File: config.mk
export PLATFORM = sky130hd
export DESIGN_NAME = sdram_burst_page
export DESIGN_NICKNAME = d
export VERILOG_FILES = /design/src/shared/sdram_bp_pkg.sv /design/src/hdl/sdram_addr_mux.sv /design/src/hdl/sdram_beat_timer.sv /design/src/hdl/sdram_burst_page.sv
export VERILOG_INCLUDE_DIRS = /design/src /design/src/shared
export SDC_FILE = /design/constraint.sdc
export NUM_CORES = 1
export LEC_CHECK = 0
export BUFFER_PORTS_ARGS = -buffer_cell sky130_fd_sc_hd__buf_2
export CORE_MARGIN = 2
export CORE_UTILIZATION = 45
export CTS_BUF_LIST = sky130_fd_sc_hd__clkbuf_8
export CTS_CLUSTER_SIZE = 8
export DETAILED_ROUTE_END_ITERATION = 10
export PLACE_DENSITY_LB_ADDON = 0.2
export SETUP_SLACK_MARGIN = 0.4
export SLEW_MARGIN = 10
export SYNTH_ARGS = -nofsm -noshare
export SYNTH_HDL_FRONTEND = slang
export SYNTH_SLANG_ARGS = --single-unit
File: constraint.sdc
create_clock -name i_clk -period 8.2 [get_ports i_clk]
set_clock_uncertainty 0.05 [all_clocks]
set_input_delay 1.23 -clock i_clk [delete_from_list [all_inputs] [get_ports i_clk]]
set_output_delay 1.23 -clock i_clk [all_outputs]
set_load 0.005 [all_outputs]
File: src/shared/sdram_bp_consts.svh
// Constants of the burst page SDRAM sequencer and its address multiplexer.
// Assumes inclusion by bare name from the design modules.
`ifndef SDRAM_BP_CONSTS_SVH
`define SDRAM_BP_CONSTS_SVH

// Timing basis
`define CLK_MHZ     100
`define TRAS_NS     48
`define TRP_NS      20
`define TMR_W       8

// Memory address lines and the line that carries precharge-all
`define MEM_AW      23
`define CMD_LINE    10

// Column count limits served by the multiplexer
`define COL_MIN     4'h8
`define COL_MAX     4'hd

// Read latency pipe depth
`define RD_PIPE_W   5

// Beat byte steps within a 16-byte line
`define STEP_16     4'h2
`define STEP_32     4'h4

`endif

File: src/shared/sdram_bp_pkg.sv
// Types shared by the burst page SDRAM sequencer.
// Assumes the constants header sits beside it.
package sdram_bp_pkg;

	// Sequencer states
	typedef enum logic [2:0] {
		ST_IDLE  = 3'h0,
		ST_RCD   = 3'h1,
		ST_XFER  = 3'h2,
		ST_DRAIN = 3'h3,
		ST_RAS   = 3'h4,
		ST_RP    = 3'h5
	} state_t;

	// Memory commands as {row strobe, column strobe, write enable}, low active
	typedef enum logic [2:0] {
		CMD_NOP  = 3'h7,
		CMD_ACT  = 3'h3,
		CMD_RD   = 3'h5,
		CMD_WR   = 3'h4,
		CMD_PRECHARGE_ALL_CMD = 3'h2
	} cmd_t;

	// Transfer sizes
	typedef enum logic [1:0] {
		SZ_1B  = 2'h0,
		SZ_2B  = 2'h1,
		SZ_4B  = 2'h2,
		SZ_16B = 2'h3
	} size_t;

endpackage : sdram_bp_pkg

File: src/hdl/sdram_addr_mux.sv
// Row/column address multiplexer for 16-bit and 32-bit ports.
// Assumes a static column count of 8 to 13 lines for the block in use.
`timescale 1ns/1ns
`default_nettype none
`include "sdram_bp_consts.svh"

module sdram_addr_mux #(
	parameter int AW = `MEM_AW
) (
	// Internal address and selection
	input  wire logic [31:0]   i_addr,
	input  wire logic          i_port_32,
	input  wire logic [3:0]    i_col_lines,
	input  wire logic          i_col_phase,
	// Memory address lines
	output logic      [AW-1:0] o_mem_addr
);

	if (AW < 13) begin : g_chk
		$error("sdram_addr_mux: AW below 13");
	end

	// Low field, interleaved field, then straight field of the map
	function automatic logic [AW-1:0] mux_map(input logic [31:0] a, input logic p32,
		input logic [3:0] cols, input logic col);
		logic [AW-1:0] m;
		int            lo;
		int            n;
		int            s;
		int            k;
		int            b;
		m  = '0;
		lo = p32 ? 7 : 8;
		n  = int'(cols) - lo;
		if (n < 0)
			n = 0;
		s  = p32 ? (col ? 16 : 17) : (col ? 17 : 18);
		for (int i = 0; i < AW; i++) begin
			k = i - lo;
			if (i < lo)
				b = col ? (p32 ? 2 : 1) + i : (p32 ? 15 : 16) - i;
			else if (k < n)
				b = s + 2 * k;
			else
				b = col ? 32 : s + n - 1 + k;
			m[i] = (b < 32) ? a[b[4:0]] : 1'b0;
		end
		return m;
	endfunction : mux_map

	// Map picked by port width and column count
	assign o_mem_addr = mux_map(i_addr, i_port_32, i_col_lines, i_col_phase);

endmodule : sdram_addr_mux
`default_nettype wire

File: src/hdl/sdram_beat_timer.sv
// Loadable down-counter that paces memory command spacing.
// Assumes a synchronised active-low reset.
`timescale 1ns/1ns
`default_nettype none
`include "sdram_bp_consts.svh"

module sdram_beat_timer #(
	parameter int W = `TMR_W
) (
	// Clock and reset
	input  wire logic         i_clk,
	input  wire logic         i_rst_n,
	// Load and status
	input  wire logic         i_load,
	input  wire logic [W-1:0] i_value,
	output logic              o_zero,
	output logic              o_near
);

	logic [W-1:0] count_r;

	// Count down to zero and hold there
	always_ff @(posedge i_clk or negedge i_rst_n) begin
		if (!i_rst_n)
			count_r <= '0;
		else if (i_load)
			count_r <= i_value;
		else if (count_r != '0)
			count_r <= count_r - W'(1);
	end

	// Expired now, or expiring at the next edge
	assign o_zero = (count_r == '0);
	assign o_near = (count_r <= W'(1));

	chk_timer_load: assert property (@(posedge i_clk) disable iff (!i_rst_n)
		i_load |=> count_r == $past(i_value)) else $error("timer did not load");

endmodule : sdram_beat_timer
`default_nettype wire

File: src/hdl/sdram_burst_page.sv
// Burst page SDRAM sequencer: one activate, per-beat commands, precharge-all.
// Assumes static configuration inputs and memory read data sampled on i_clk.
`timescale 1ns/1ns
`default_nettype none
`include "sdram_bp_consts.svh"

module sdram_burst_page #(
	parameter int AW     = `MEM_AW,
	parameter int TRAS_NS = `TRAS_NS,
	parameter int TRP_NS  = `TRP_NS
) (
	// Clock and reset
	input  wire logic          i_clk,
	input  wire logic          i_rst_n,
	// Bus request
	input  wire logic          i_req,
	input  wire logic          i_write,
	input  wire logic [31:0]   i_addr,
	input  wire logic [1:0]    i_size,
	input  wire logic [31:0]   i_wdata,
	output logic               o_ready,
	output logic               o_wdata_take,
	output logic [31:0]        o_rdata,
	output logic               o_rvalid,
	output logic               o_done,
	// Block configuration
	input  wire logic          i_port_32,
	input  wire logic [3:0]    i_col_lines,
	input  wire logic [1:0]    i_column_latency_field,
	// Memory pins
	output logic               o_row_strobe_n,
	output logic               o_column_strobe_n,
	output logic               o_write_en_n,
	output logic [AW-1:0]      o_addr,
	output logic [31:0]        o_dq_out,
	output logic               o_dq_oe,
	input  wire logic [31:0]   i_dq
);

	localparam int TW       = `TMR_W;
	localparam int TRAS_CYC = (TRAS_NS * `CLK_MHZ + 999) / 1000;
	localparam int TRP_CYC  = (TRP_NS * `CLK_MHZ + 999) / 1000;
	localparam int PW       = `RD_PIPE_W;

	if (TRAS_CYC < 1 || TRAS_CYC > 255 || TRP_CYC < 1 || TRP_CYC > 255) begin : g_chk
		$error("sdram_burst_page: timing counts out of range");
	end

	// Beats needed for a transfer size on a port width
	function automatic logic [3:0] beats_of(input logic [1:0] sz, input logic p32);
		logic [3:0] n;
		n = 4'h1;
		if (sz == sdram_bp_pkg::SZ_16B)
			n = p32 ? 4'h4 : 4'h8;
		else if (sz == sdram_bp_pkg::SZ_4B && !p32)
			n = 4'h2;
		return n;
	endfunction : beats_of

	// Reset release through two flip-flops
	logic rst_s1_r;
	logic rst_n;

	always_ff @(posedge i_clk or negedge i_rst_n) begin
		if (!i_rst_n)
			{rst_n, rst_s1_r} <= 2'b00;
		else
			{rst_n, rst_s1_r} <= {rst_s1_r, 1'b1};
	end

	// State and request hold
	sdram_bp_pkg::state_t state_r;
	sdram_bp_pkg::state_t state_nxt;
	sdram_bp_pkg::cmd_t   cmd_nxt;
	logic                 pend_r;
	logic                 wr_r;
	logic [31:0]          cur_r;
	logic [3:0]           beats_left_r;
	logic [3:0]           rd_left_r;
	logic                 p32_r;
	logic [3:0]           cols_r;
	logic [2:0]           lat_r;
	logic [PW-1:0]        rd_pipe_r;
	logic                 pin_last_r;
	// Timer controls and status
	logic          rcd_near;
	logic          ras_zero;
	logic          rp_zero;
	logic          act_go;
	logic          precharge_all_cmd_go;
	logic [TW-1:0] rcd_value;
	// Request acceptance; a cycle may arrive during the precharge delay
	wire take    = i_req && o_ready;
	assign o_ready = rst_n && !pend_r && (state_r == sdram_bp_pkg::ST_IDLE ||
		state_r == sdram_bp_pkg::ST_RP);
	// Activate only once the precharge-to-activate delay has run out
	assign act_go = pend_r && (state_r == sdram_bp_pkg::ST_IDLE ||
		(state_r == sdram_bp_pkg::ST_RP && rp_zero));

	// Read data tap at the column latency after each read
	wire rd_tap  = rd_pipe_r[lat_r];
	wire rd_last = rd_tap && (rd_left_r == 4'h1);
	wire last_beat = (beats_left_r == 4'h1);
	wire in_xfer   = (state_r == sdram_bp_pkg::ST_XFER);

	// Precharge-all once the page may close
	assign precharge_all_cmd_go = ras_zero && (state_r == sdram_bp_pkg::ST_RAS ||
		(state_r == sdram_bp_pkg::ST_DRAIN && rd_last));
	assign rcd_value = TW'(lat_r - 3'h1);

	// Next state and next command
	always_comb begin
		state_nxt = state_r;
		cmd_nxt   = sdram_bp_pkg::CMD_NOP;
		unique case (state_r)
			sdram_bp_pkg::ST_IDLE, sdram_bp_pkg::ST_RP: begin
				if (act_go) begin
					cmd_nxt   = sdram_bp_pkg::CMD_ACT;
					// Latency 1 goes straight to the column command
					state_nxt = (lat_r == 3'h1) ? sdram_bp_pkg::ST_XFER :
						sdram_bp_pkg::ST_RCD;
				end else if (state_r == sdram_bp_pkg::ST_RP && rp_zero) begin
					state_nxt = sdram_bp_pkg::ST_IDLE;
				end
			end
			sdram_bp_pkg::ST_RCD: begin
				// No-operations cover the row-to-column delay
				if (rcd_near)
					state_nxt = sdram_bp_pkg::ST_XFER;
			end
			sdram_bp_pkg::ST_XFER: begin
				// One column command per clock, no activate between
				cmd_nxt = wr_r ? sdram_bp_pkg::CMD_WR : sdram_bp_pkg::CMD_RD;
				if (last_beat)
					state_nxt = wr_r ? sdram_bp_pkg::ST_RAS : sdram_bp_pkg::ST_DRAIN;
			end
			sdram_bp_pkg::ST_DRAIN: begin
				// No-operations until the last read data
				if (rd_last) begin
					if (ras_zero) begin
						cmd_nxt   = sdram_bp_pkg::CMD_PRECHARGE_ALL_CMD;
						state_nxt = sdram_bp_pkg::ST_RP;
					end else begin
						state_nxt = sdram_bp_pkg::ST_RAS;
					end
				end
			end
			sdram_bp_pkg::ST_RAS: begin
				// Hold the page open to the activate-to-precharge minimum
				if (ras_zero) begin
					cmd_nxt   = sdram_bp_pkg::CMD_PRECHARGE_ALL_CMD;
					state_nxt = sdram_bp_pkg::ST_RP;
				end
			end
			default: begin
				state_nxt = sdram_bp_pkg::ST_IDLE;
			end
		endcase
	end

	// State register
	always_ff @(posedge i_clk or negedge rst_n) begin
		if (!rst_n)
			state_r <= sdram_bp_pkg::ST_IDLE;
		else
			state_r <= state_nxt;
	end

	// Captured request and configuration
	always_ff @(posedge i_clk or negedge rst_n) begin
		if (!rst_n) begin
			pend_r <= 1'b0;
			wr_r   <= 1'b0;
			p32_r  <= 1'b0;
			cols_r <= `COL_MIN;
			lat_r  <= 3'h1;
		end else if (take) begin
			pend_r <= 1'b1;
			wr_r   <= i_write;
			p32_r  <= i_port_32;
			cols_r <= i_col_lines;
			lat_r  <= {1'b0, i_column_latency_field} + 3'h1;
		end else if (act_go) begin
			pend_r <= 1'b0;
		end
	end

	// Beat address stepped by the controller, wrapping in the line
	wire [3:0] step = p32_r ? `STEP_32 : `STEP_16;
	always_ff @(posedge i_clk or negedge rst_n) begin
		if (!rst_n) begin
			cur_r        <= 32'h0;
			beats_left_r <= 4'h0;
			rd_left_r    <= 4'h0;
		end else if (take) begin
			cur_r        <= i_addr;
			beats_left_r <= beats_of(i_size, i_port_32);
			rd_left_r    <= i_write ? 4'h0 : beats_of(i_size, i_port_32);
		end else begin
			if (in_xfer) begin
				cur_r[3:0]   <= cur_r[3:0] + step;
				beats_left_r <= beats_left_r - 4'h1;
			end
			if (rd_tap && rd_left_r != 4'h0)
				rd_left_r <= rd_left_r - 4'h1;
		end
	end

	// Row address in the activate, column address per beat
	logic [AW-1:0] mux_addr;
	sdram_addr_mux #(
		.AW          (AW)
	) u_mux (
		.i_addr      (cur_r),
		.i_port_32   (p32_r),
		.i_col_lines (cols_r),
		.i_col_phase (in_xfer),
		.o_mem_addr  (mux_addr)
	);

	// Activate-to-column, activate-to-precharge and precharge-to-activate timers
	sdram_beat_timer #(.W(TW)) u_rcd (
		.i_clk   (i_clk),
		.i_rst_n (rst_n),
		.i_load  (act_go),
		.i_value (rcd_value),
		.o_zero  (),
		.o_near  (rcd_near)
	);

	sdram_beat_timer #(.W(TW)) u_ras (
		.i_clk   (i_clk),
		.i_rst_n (rst_n),
		.i_load  (act_go),
		.i_value (TW'(TRAS_CYC - 1)),
		.o_zero  (ras_zero),
		.o_near  ()
	);

	sdram_beat_timer #(.W(TW)) u_rp (
		.i_clk   (i_clk),
		.i_rst_n (rst_n),
		.i_load  (precharge_all_cmd_go),
		.i_value (TW'(TRP_CYC - 1)),
		.o_zero  (rp_zero),
		.o_near  ()
	);
	// Write data is fetched as the write command is chosen
	assign o_wdata_take = (cmd_nxt == sdram_bp_pkg::CMD_WR);

	// Registered memory pins; precharge-all raises the command line
	always_ff @(posedge i_clk or negedge rst_n) begin
		if (!rst_n) begin
			o_row_strobe_n    <= 1'b1;
			o_column_strobe_n <= 1'b1;
			o_write_en_n      <= 1'b1;
			o_addr            <= '0;
			o_dq_out          <= 32'h0;
			o_dq_oe           <= 1'b0;
			pin_last_r        <= 1'b0;
		end else begin
			{o_row_strobe_n, o_column_strobe_n, o_write_en_n} <= cmd_nxt;
			o_addr <= mux_addr;
			if (cmd_nxt == sdram_bp_pkg::CMD_PRECHARGE_ALL_CMD)
				o_addr[`CMD_LINE] <= 1'b1;
			if (o_wdata_take)
				o_dq_out <= i_wdata;
			o_dq_oe    <= o_wdata_take;
			pin_last_r <= in_xfer && last_beat;
		end
	end

	// Read latency pipe and read data capture
	always_ff @(posedge i_clk or negedge rst_n) begin
		if (!rst_n) begin
			rd_pipe_r <= '0;
			o_rdata   <= 32'h0;
			o_rvalid  <= 1'b0;
			o_done    <= 1'b0;
		end else begin
			rd_pipe_r <= {rd_pipe_r[PW-2:0], (cmd_nxt == sdram_bp_pkg::CMD_RD)};
			o_rvalid  <= rd_tap;
			if (rd_tap)
				o_rdata <= i_dq;
			o_done    <= precharge_all_cmd_go;
		end
	end

	// Pin command decode and activate age, used only by the checks below
	wire pin_act  = !o_row_strobe_n && o_column_strobe_n && o_write_en_n;
	wire pin_rw   = o_row_strobe_n && !o_column_strobe_n;
	wire pin_wr   = pin_rw && !o_write_en_n;
	wire pin_precharge_all_cmd = !o_row_strobe_n && o_column_strobe_n && !o_write_en_n;
	wire pin_nop  = o_row_strobe_n && o_column_strobe_n && o_write_en_n;
	logic [TW-1:0] since_act_r;
	logic          page_shut_r;
	always_ff @(posedge i_clk or negedge rst_n) begin
		if (!rst_n)
			since_act_r <= '0;
		else if (pin_act)
			since_act_r <= TW'(1);
		else if (since_act_r != '1)
			since_act_r <= since_act_r + TW'(1);
	end
	// Page state seen on the pins: shut after precharge-all, open after activate
	always_ff @(posedge i_clk or negedge rst_n) begin
		if (!rst_n)
			page_shut_r <= 1'b1;
		else if (pin_act || pin_precharge_all_cmd)
			page_shut_r <= pin_precharge_all_cmd;
	end

	chk_act_then_rw: assert property (@(posedge i_clk) disable iff (!rst_n)
		pin_act |-> ##[1:4] pin_rw) else $error("no column command after activate");
	chk_lat1_no_nop: assert property (@(posedge i_clk) disable iff (!rst_n)
		(pin_act && lat_r == 3'h1) |=> pin_rw) else $error("gap after activate");
	chk_rcd_two: assert property (@(posedge i_clk) disable iff (!rst_n)
		(pin_act && lat_r == 3'h2) |=> pin_nop ##1 pin_rw) else $error("tRCD not 2");
	chk_beat_each_clk: assert property (@(posedge i_clk) disable iff (!rst_n)
		(pin_rw && !pin_last_r) |=> pin_rw) else $error("beat gap in page");
	chk_one_activate: assert property (@(posedge i_clk) disable iff (!rst_n)
		pin_act |-> page_shut_r) else $error("second activate in an open page");
	chk_addr_step: assert property (@(posedge i_clk) disable iff (!rst_n)
		(pin_rw && $past(pin_rw)) |-> o_addr != $past(o_addr)) else $error("addr stuck");
	chk_read_precharge_all_cmd: assert property (@(posedge i_clk) disable iff (!rst_n)
		(state_r == sdram_bp_pkg::ST_DRAIN && rd_last && ras_zero) |=> pin_precharge_all_cmd)
		else $error("precharge not after last read");
	chk_ras_min: assert property (@(posedge i_clk) disable iff (!rst_n)
		pin_precharge_all_cmd |-> since_act_r >= TW'(TRAS_CYC)) else $error("tRAS violated");
	chk_rp_hold: assert property (@(posedge i_clk) disable iff (!rst_n)
		pin_precharge_all_cmd |=> !pin_act) else $error("activate inside precharge delay");
	chk_wr_data: assert property (@(posedge i_clk) disable iff (!rst_n)
		pin_wr |-> o_dq_oe) else $error("write data not driven");
	chk_precharge_all_cmd_line: assert property (@(posedge i_clk) disable iff (!rst_n)
		pin_precharge_all_cmd |-> o_addr[`CMD_LINE]) else $error("command line low on precharge");
endmodule : sdram_burst_page
`default_nettype wire

==> results by group, run 1 <==
Clock network
  • CTS Root Cell: clkbuf_8
  • Post-CTS Hold Buffers: 0
  • CTS buffer count: 17
  • Clk_lat worst skew: 510 ps
  • Sink Count: 177
  • Number of post-CTS setup repair buffers: 0
  • CTS tree: yes
  • Post-CTS sizing: 0
  • Clock Tree Buf Depth: 2
  • Clock-pin slew on the worst setup and hold paths: 140 ps
  • H-tree Lvls: 4

Global routing
  • Vias in the first global route: 14.9k
  • Initial antenna violation count: 2
  • Global-route wire length before repair: 88600 um
  • Total GRT Usage: 0.302
  • Largest net degree at the start of global routing: 81
  • Global route overflow: 0

Timing
  • FMAX: 146 MHz
  • Final setup fails: 0
  • Period utilization: 0.836
  • Setup TNS: 0 ps
  • Slew headroom: 0.205
  • Hold Violations, Final: 0
  • Worst setup margin: 1350 ps
  • Final min period: 6850 ps
  • Tightest Pin Transition: 1190 ps
  • Fin. max-slew vios: 0
  • RSZ-0062 raised after global routing: no

Setup path
  • Crit Path Category: flop to flop
  • Most used cell, CP: ha_1
  • CP Cell Sequence: inv_1, ha_1, nor2b_1, o21a_1, nor2_1, fa_1, nand2b_1, ha_1, inv_1, ha_1, fa_1, nor2b_1, o21ai_0, nor2b_1, xnor2_2, inv_2, ha_1, o21ai_0, a21oi_1, mux2i_1, nor4_1, o22ai_1, nor4_1
  • WP data arrival: 7250 ps
  • Crit path required time: 8590 ps
  • Slowest stage cell, crit path: nor2b_1
  • CP Max Fanout: 16
  • Crit-path max cell delay: 590 ps
  • Startpoint type of the worst setup path: flop
  • Setup crit end kind: flop

Floorplanning
  • Rows: 70
  • Die Area: 38200 sq um
  • Starting Density: 0.453
  • Die height: 195 um
  • Core Area: 36300 sq um
  • I/O pins: 204
  • Die W: 195 um

Drt
  • Pre-Repair DR Iteration Count: 6
  • Routed wl met3: 5110 um
  • Antenna Violating Nets Remaining: 0
  • Metal-1 WL: 23500 um
  • Uppermost layer routed: met5
  • Number of DRC markers in iteration 0: 1278
  • Final wirelength: 57300 um
  • DR vias: 14.8k
  • Routed len/inst: 24.2 um
  • DRC violations left: 0
  • DR vias/cell: 6.25
  • Routed wl met2: 25800 um

Synth
  • Main synth FF type: dfrtp_1
  • Post-synth EDFFs: 0
  • Netlist Area Pre-Place: 16500 sq um
  • Yosys cell types: 98
  • Cells after Synth: 1781
  • Synthesis Warnings: 0
  • Register area share after synthesis: 0.269
  • Synthesized area per cell: 9.25 sq um
  • Register bit total from synthesis: 177
  • Syn nets: 1957
  • Async SR Flop Fraction: 1.00

Place
  • Port Buffers: 203
  • DP Wirelength: 39300 um
  • Pre-CTS setup slack: 1450 ps
  • RePlAce Congestion: 0.961
  • Placed Area: 17700 sq um

Outcome
  • Status: finished clean

Finish
  • Final instance area: 18100 sq um
  • Ant diodes: 0
  • Proportion of layout cells with a drive suffix above 1: 0.242
  • Final Core Density: 0.499
  • Fill cells: 3423
  • Layout area overhead: 9.97%
  • NumNets Final: 2060

Run
  • Number of max-cap violations: 0

Min path
  • Tightest Hold Check Type: flop to asynchronous set/reset pin
[path summary, 6_finish.rpt]
kind | startpoint | to | cells after the start | slack [ps]
max | p32_r | o_addr[7] | 23 | 1350
min | rst_n | o_addr[18] | 0 | 270
max reg2reg | p32_r | o_addr[7] | 23 | 1350
min reg2reg | rst_n | o_addr[18] | 0 | 270
max in group asynchronous | rst_n | cur_r[15] | 1 | 6340
min in group i_clk | rst_s1_r | rst_n | 0 | 310
[critical path, delay by kind of cell, from the launching register on]
family / cells / cell delay [ps]
muxes: 1 / 90
xor gates and xnor gates: 1 / 360
and+or+nand+nor: 7 / 2020
AOI/OAI and AO/OA: 5 / 790
adders and majority gates: 6 / 2230
buffers and inverters: 3 / 880
DFF: 1 / 380
[cells in the mapped netlist (all sizes together), types with 15 or more instances]
cell type	number	share of area
a21o	15	0.0068
o21a	17	0.0077
ha	61	0.046
a211oi	28	0.013
nor3	45	0.015
a21oi	75	0.025
mux2	95	0.065
o21ai	69	0.022
a31oi	20	0.0076
mux4	33	0.045
o22ai	17	0.0077
buf	56	0.019
clkbuf	92	0.021
nand2	202	0.047
nand3	29	0.0088
xor2	15	0.0091
dfrtp	172	0.26
nor2	102	0.023
inv	52	0.012
mux2i	306	0.19
nand2b	18	0.0068
xnor2	51	0.028
[state kept, by name (all words and copies together) (netlist names), 5 cells and up]
| name | count |
|---|---|
| u_rcd.count_r | 8 |
| cur_r | 32 |
| o_addr | 23 |
| o_dq_out | 32 |
| u_rp.count_r | 8 |
| o_rdata | 32 |
| u_ras.count_r | 8 |
| rd_pipe_r | 5 |
[cell families after synthesis]
| family | count (synthesis) | share of synthesized area |
|---|---|---|
| flops | 177 | 0.269 |
| xor+xnor | 66 | 0.0367 |
| mux | 434 | 0.303 |
| simple gates | 492 | 0.141 |
| fa+ha+maj | 67 | 0.0536 |
| other cells | 1 | 0.000228 |
| compound gates | 343 | 0.144 |
| buf+inv | 201 | 0.0523 |
[routing by layer]
metal  track usage  vias to the layer above
met5             0                        -
met4         0.154                        2
li1              -                     6672
met2         0.473                      796
met3        0.0687                      160
met1         0.391                     7159
[layout by cell type, fill, tap and decap left out, types with 19 or more instances in the layout]
cell type	Yosys	final
a211oi_1	27	27
a21oi_1	65	65
a31oi_1	20	20
buf_2	26	203
buf_4	7	29
clkbuf_8	0	19
dfrtp_1	172	171
ha_1	61	61
inv_1	49	49
mux2_2	95	95
mux2i_1	292	291
mux4_2	32	32
nand2_1	198	198
nand3_1	29	29
nor2_1	101	101
nor3_1	43	43
o21ai_0	59	59
xnor2_1	50	50
[stage by stage]
step,hold slack [ps],std cells
after detailed placement,289,2333
after floorplan,281,1781
after global placement,289,2333
after CTS,296,2365
final,273,2365
after global routing,323,2365
[cell type report]
cell class	instances	area, sq um	area share
flip-flops and latches	177	4440	0.245
clock inverters	13	191	0.0106
clock buffers	19	262	0.0144
multi-input cells	1403	11200	0.619
inverters	53	199	0.0110
repair buffers	232	1230	0.0681
well taps	468	586	0.0323
Power of run 1 is left out: the tool's default activity adds up to more than one toggle a clock period on the data nets, which glitch-free logic cannot reach.
==> run 2, diff against run 1 <==
Clock period 8.2 ns to 6.5 ns, I/O delays scaled along.
==> run 2 against run 1 <==
  * Highest routed layer unchanged
  * Largest cell class unchanged
  * Critical path depth down 4
  * Final cell count rose by 0.68%
  * Worst setup slack worse by 570 ps
  * Design area is 0.47% higher
  * Wire length rose by 2.5%
  * Critical path type unchanged
  * Utilization increased by 0.23 points
  * Die area unchanged
  * Global-route usage up 0.57 points
==> results by group, run 2 (same netlist as run 1, synthesis figures left out) <==
Floorplanning
  • I/O pins: 204
  • Die W: 195 um
  • Die Area: 38200 sq um
  • Core Area: 36300 sq um
  • Rows: 70
  • Starting Density: 0.453
  • Die height: 195 um

Finish
  • Proportion of layout cells with a drive suffix above 1: 0.252
  • Final instance area: 18200 sq um
  • NumNets Final: 2075
  • Most frequent cells in the layout: 292 x mux2i_1, 203 x buf_2, 198 x nand2_1
  • Layout area overhead: 10.5%
  • Commonest non-fill, non-tap cell in the layout: mux2i_1
  • Fill cells: 3444
  • Largest regs: cur_r (32), o_dq_out (32), o_rdata (32)

Setup path
  • Crit Reg-Reg Startpoint: state_r[1]
  • Crit Path Category: flop to flop
  • Buf+Inv Stages, Crit Path: 3
  • Largest delay share family, worst path: adder cells
  • WP data arrival: 6070 ps
  • CP Depth: 19
  • Slowest stage cell, crit path: dfrtp_1
  • CP Max Fanout: 14
  • Most used cell, CP: ha_1
  • CP Cell Sequence: or3b_2, ha_1, clkinv_1, ha_1, inv_1, ha_1, fa_2, nor2b_1, o21ai_0, nor2b_2, xnor2_2, inv_4, ha_1, o21ai_0, a21oi_1, mux2i_1, nor4_1, o22ai_1, nor4_1
  • Crit-path max cell delay: 600 ps
  • R2R cell count: 19
  • Setup crit end kind: flop
  • Startpoint type of the worst setup path: flop
  • Crit path required time: 6850 ps
  • CP startpoint: state_r[1]

Drt
  • Number of DRC markers in iteration 0: 1305
  • Routed len/inst: 24.7 um
  • Antenna Violating Nets Remaining: 0
  • DRC violations left: 0
  • DR vias: 15.0k
  • Pre-Repair DR Iteration Count: 8
  • DR vias/cell: 6.30
  • Final wirelength: 58700 um

Run
  • Number of max-cap violations: 0

Timing
  • Fin. max-slew vios: 0
  • Tightest Pin Transition: 1230 ps
  • Final setup fails: 0
  • Worst setup margin: 775 ps
  • Final min period: 5720 ps
  • RSZ-0062 raised after global routing: no
  • Slew headroom: 0.178
  • Period utilization: 0.881
  • Hold Violations, Final: 0
  • FMAX: 175 MHz
  • Setup TNS: 0 ps

Outcome
  • Status: finished clean

Global routing
  • Initial antenna violation count: 1
  • Global-route wire length before repair: 89900 um
  • Vias in the first global route: 15.1k
  • Total GRT Usage: 0.308
  • Largest net degree at the start of global routing: 63
  • Global route overflow: 0

Place
  • DP Wirelength: 40300 um
  • RePlAce Congestion: 1.04
  • Pre-CTS setup slack: 773 ps
  • Port Buffers: 203
  • Placed Area: 17800 sq um

Clock network
  • H-tree Lvls: 4
  • CTS tree: yes
  • Post-CTS Hold Buffers: 0
  • Clock-pin slew on the worst setup and hold paths: 100 ps
  • Clk_lat worst skew: 520 ps
  • CTS Root Cell: clkbuf_8
  • CTS buffer count: 17
  • Clock Tree Buf Depth: 2
  • Sink Count: 177

Min path
  • Tightest Hold Check Type: input pin to asynchronous set/reset pin
## run 2: cell types whose count changed in the layout (fill, tap and decap cells not counted), moves of 2 or more
cell,delta
buf_4,+15
bufinv_16,-2
fa_2,+2
clkinvlp_4,+2
nor2b_1,-2
fa_1,-2
## run 2: worst paths after layout
check / endpoint / slack, ps
setup / recovery: o_addr[7] / 780
hold / removal: rst_n / 190
setup reg to reg: o_addr[7] / 780
hold reg to reg: rst_n / 310
max in group asynchronous: p32_r / 4640
min in group i_clk: rst_n / 310
## run 2: timing repair
action,4_1_cts,5_1_grt
endpoints found under the setup margin,0,2
resized for setup,0,2
buffers inserted,0,0
## run 2: final cells by class
class,instances,area (sq um),area share
Inverter,53,205,0.0113
Antenna cell,1,2.50,0.000137
Sequential cell,177,4440,0.244
Clock buffer,18,248,0.0136
Tap cell,468,586,0.0322
Multi-Input combinational cell,1403,11200,0.617
Clock inverter,14,145,0.00797
Timing Repair Buffer,247,1350,0.0739
## run 2: per-layer routing
metal / routed length [um] / up-vias / track usage / part of all wire
li1: - / 6708 / - / -
met3: 5420 / 224 / 0.0708 / 0.092
met5: 12 / - / 0 / 0.00020
met1: 23800 / 7234 / 0.390 / 0.41
met4: 3370 / 2 / 0.170 / 0.057
met2: 26100 / 825 / 0.485 / 0.44
## run 2: metrics by stage
step                      hold slack (ps)  cells   util
after CTS                             150   2380  0.501
after detailed placement              288   2348  0.490
final                                 194   2381  0.501
after global routing                  158   2380  0.501
after global placement                288   2348  0.490
after floorplan                       281   1781      -
Power of run 2 is left out for the same reason.
==> run 3, diff against run 2 <==
Settings changed: PLACE_DENSITY set to 0.71, PLACE_DENSITY_LB_ADDON 0.2 to not set.
==> run 3 against run 2 <==
  * Final cell count is 0.17% lower
  * Largest cell class unchanged
  * Wire length is 5.6% lower
  * Design area is 0.16% higher
  * Utilization is 0.083 points higher
  * Die area stayed put
  * Clock-buffer cell count is 1 lower
  * Critical path type unchanged
==> results by group, run 3 (same netlist as run 1, synthesis figures left out) <==
Outcome
  • Status: finished clean

Global routing
  • Global-route wire length before repair: 85300 um
  • Global route overflow: 0
  • Total GRT Usage: 0.287
  • Initial antenna violation count: 0
  • Largest net degree at the start of global routing: 153
  • Vias in the first global route: 15.1k

Floorplanning
  • Rows: 70
  • Die Area: 38200 sq um
  • Core Area: 36300 sq um
  • I/O pins: 204
  • Die height: 195 um
  • Die W: 195 um
  • Starting Density: 0.453

Setup path
  • Crit Path Category: flop to flop
  • Setup crit end kind: flop
  • CP startpoint: p32_r
  • Crit Reg-Reg Startpoint: p32_r
  • WP data arrival: 6080 ps
  • Startpoint type of the worst setup path: flop
  • Crit path required time: 6820 ps
  • CP Max Fanout: 19

Timing
  • Setup TNS: 0 ps
  • RSZ-0062 raised after global routing: no
  • Final min period: 5760 ps
  • Slew headroom: 0.194
  • Fin. max-slew vios: 0
  • Hold Violations, Final: 0
  • Tightest Pin Transition: 1210 ps
  • FMAX: 174 MHz
  • Final setup fails: 0
  • Period utilization: 0.886

Clock network
  • Clock-pin slew on the worst setup and hold paths: 110 ps
  • Clk_lat worst skew: 500 ps
  • Post-CTS Hold Buffers: 0
  • Clock Tree Buf Depth: 2
  • CTS buffer count: 17
  • CTS tree: yes
  • CTS Root Cell: clkbuf_8
  • Sink Count: 177
  • H-tree Lvls: 4

Finish
  • Proportion of layout cells with a drive suffix above 1: 0.252
  • Area taken by multi-input logic gates: 11300 sq um
  • Largest regs: cur_r (32), o_dq_out (32), o_rdata (32)
  • Layout area overhead: 10.7%
  • Ant diodes: 0
  • Most frequent cells in the layout: 292 x mux2i_1, 203 x buf_2, 198 x nand2_1
  • NumNets Final: 2072
  • Reg area: 4440 sq um
  • Fill cells: 3395
  • Commonest non-fill, non-tap cell in the layout: mux2i_1

Drt
  • DRC violations left: 0
  • DR vias/cell: 6.32
  • Number of DRC markers in iteration 0: 1300
  • Pre-Repair DR Iteration Count: 6
  • DR vias: 15.0k
  • Routed len/inst: 23.3 um
  • Final wirelength: 55400 um
  • Antenna Violating Nets Remaining: 0

Run
  • Number of max-cap violations: 0

Place
  • DP Wirelength: 38500 um
  • Port Buffers: 203
  • RePlAce Congestion: 0.967

Min path
  • Tightest Hold Check Type: input pin to asynchronous set/reset pin
run 3: path summary, 6_finish.rpt:
kind / depth (start not counted) / end / slack, ps
min reg2reg: 0 / cur_r[30] / 200
min in group i_clk: 0 / rst_n / 320
max: 23 / o_addr[7] / 740
min: 1 / rst_s1_r / 190
max in group asynchronous: 1 / cur_r[2] / 4990
max reg2reg: 23 / o_addr[7] / 740
run 3: critical path, cell delays in order, from the launching register on:
cell        delay, ps
dfrtp_2           450
clkinvlp_4        170
ha_4              290
nor2b_4           170
o21a_1            130
nor2_1             60
fa_2              470
nand2b_4          210
ha_1              280
inv_1              40
ha_1              220
fa_2              390
xor2_4            160
buf_4             220
inv_2             280
ha_1              340
xnor2_1           150
o311ai_1          290
buf_4             240
mux2_2            350
nor2_1             90
a211oi_1           60
nor4bb_1          450
nor4_2             90
run 3: cell type report:
type | instances | share of cell area
inverters | 53 | 0.0112
multi-input cells | 1403 | 0.618
repair buffers | 244 | 0.0733
flip-flops and latches | 177 | 0.243
well taps | 468 | 0.0321
clock buffers | 17 | 0.0128
clock inverters | 15 | 0.00960
run 3: per-layer routing:
| metal | share of wire | GRT usage | vias to the layer above | routed length (um) |
|---|---|---|---|---|
| met5 | 0 | 0 | - | 0 |
| met4 | 0.050 | 0.146 | 0 | 2750 |
| met3 | 0.095 | 0.0758 | 206 | 5250 |
| met2 | 0.45 | 0.456 | 794 | 25000 |
| met1 | 0.40 | 0.362 | 7344 | 22400 |
| li1 | - | - | 6689 | - |
run 3: through the flow:
step | cells | utilization | setup slack (ps) | instance area (sq um) | hold slack (ps)
6_report | 2377 | 0.502 | 739 | 18200 | 194
3_5_place_dp | 2337 | 0.488 | 404 | 17700 | 231
5_1_grt | 2377 | 0.502 | 408 | 18200 | 161
4_1_cts | 2372 | 0.500 | 446 | 18200 | 166
2_1_floorplan | 1781 | - | 410 | 16500 | 281
3_3_place_gp | 2337 | 0.488 | 573 | 17700 | 235
run 3: repair_timing:
item,in CTS,in global routing
pin swaps,1,0
resized for setup,1,3
endpoints found under the setup margin,2,6
setup buffers,3,5
Power of run 3 is left out for the same reason.
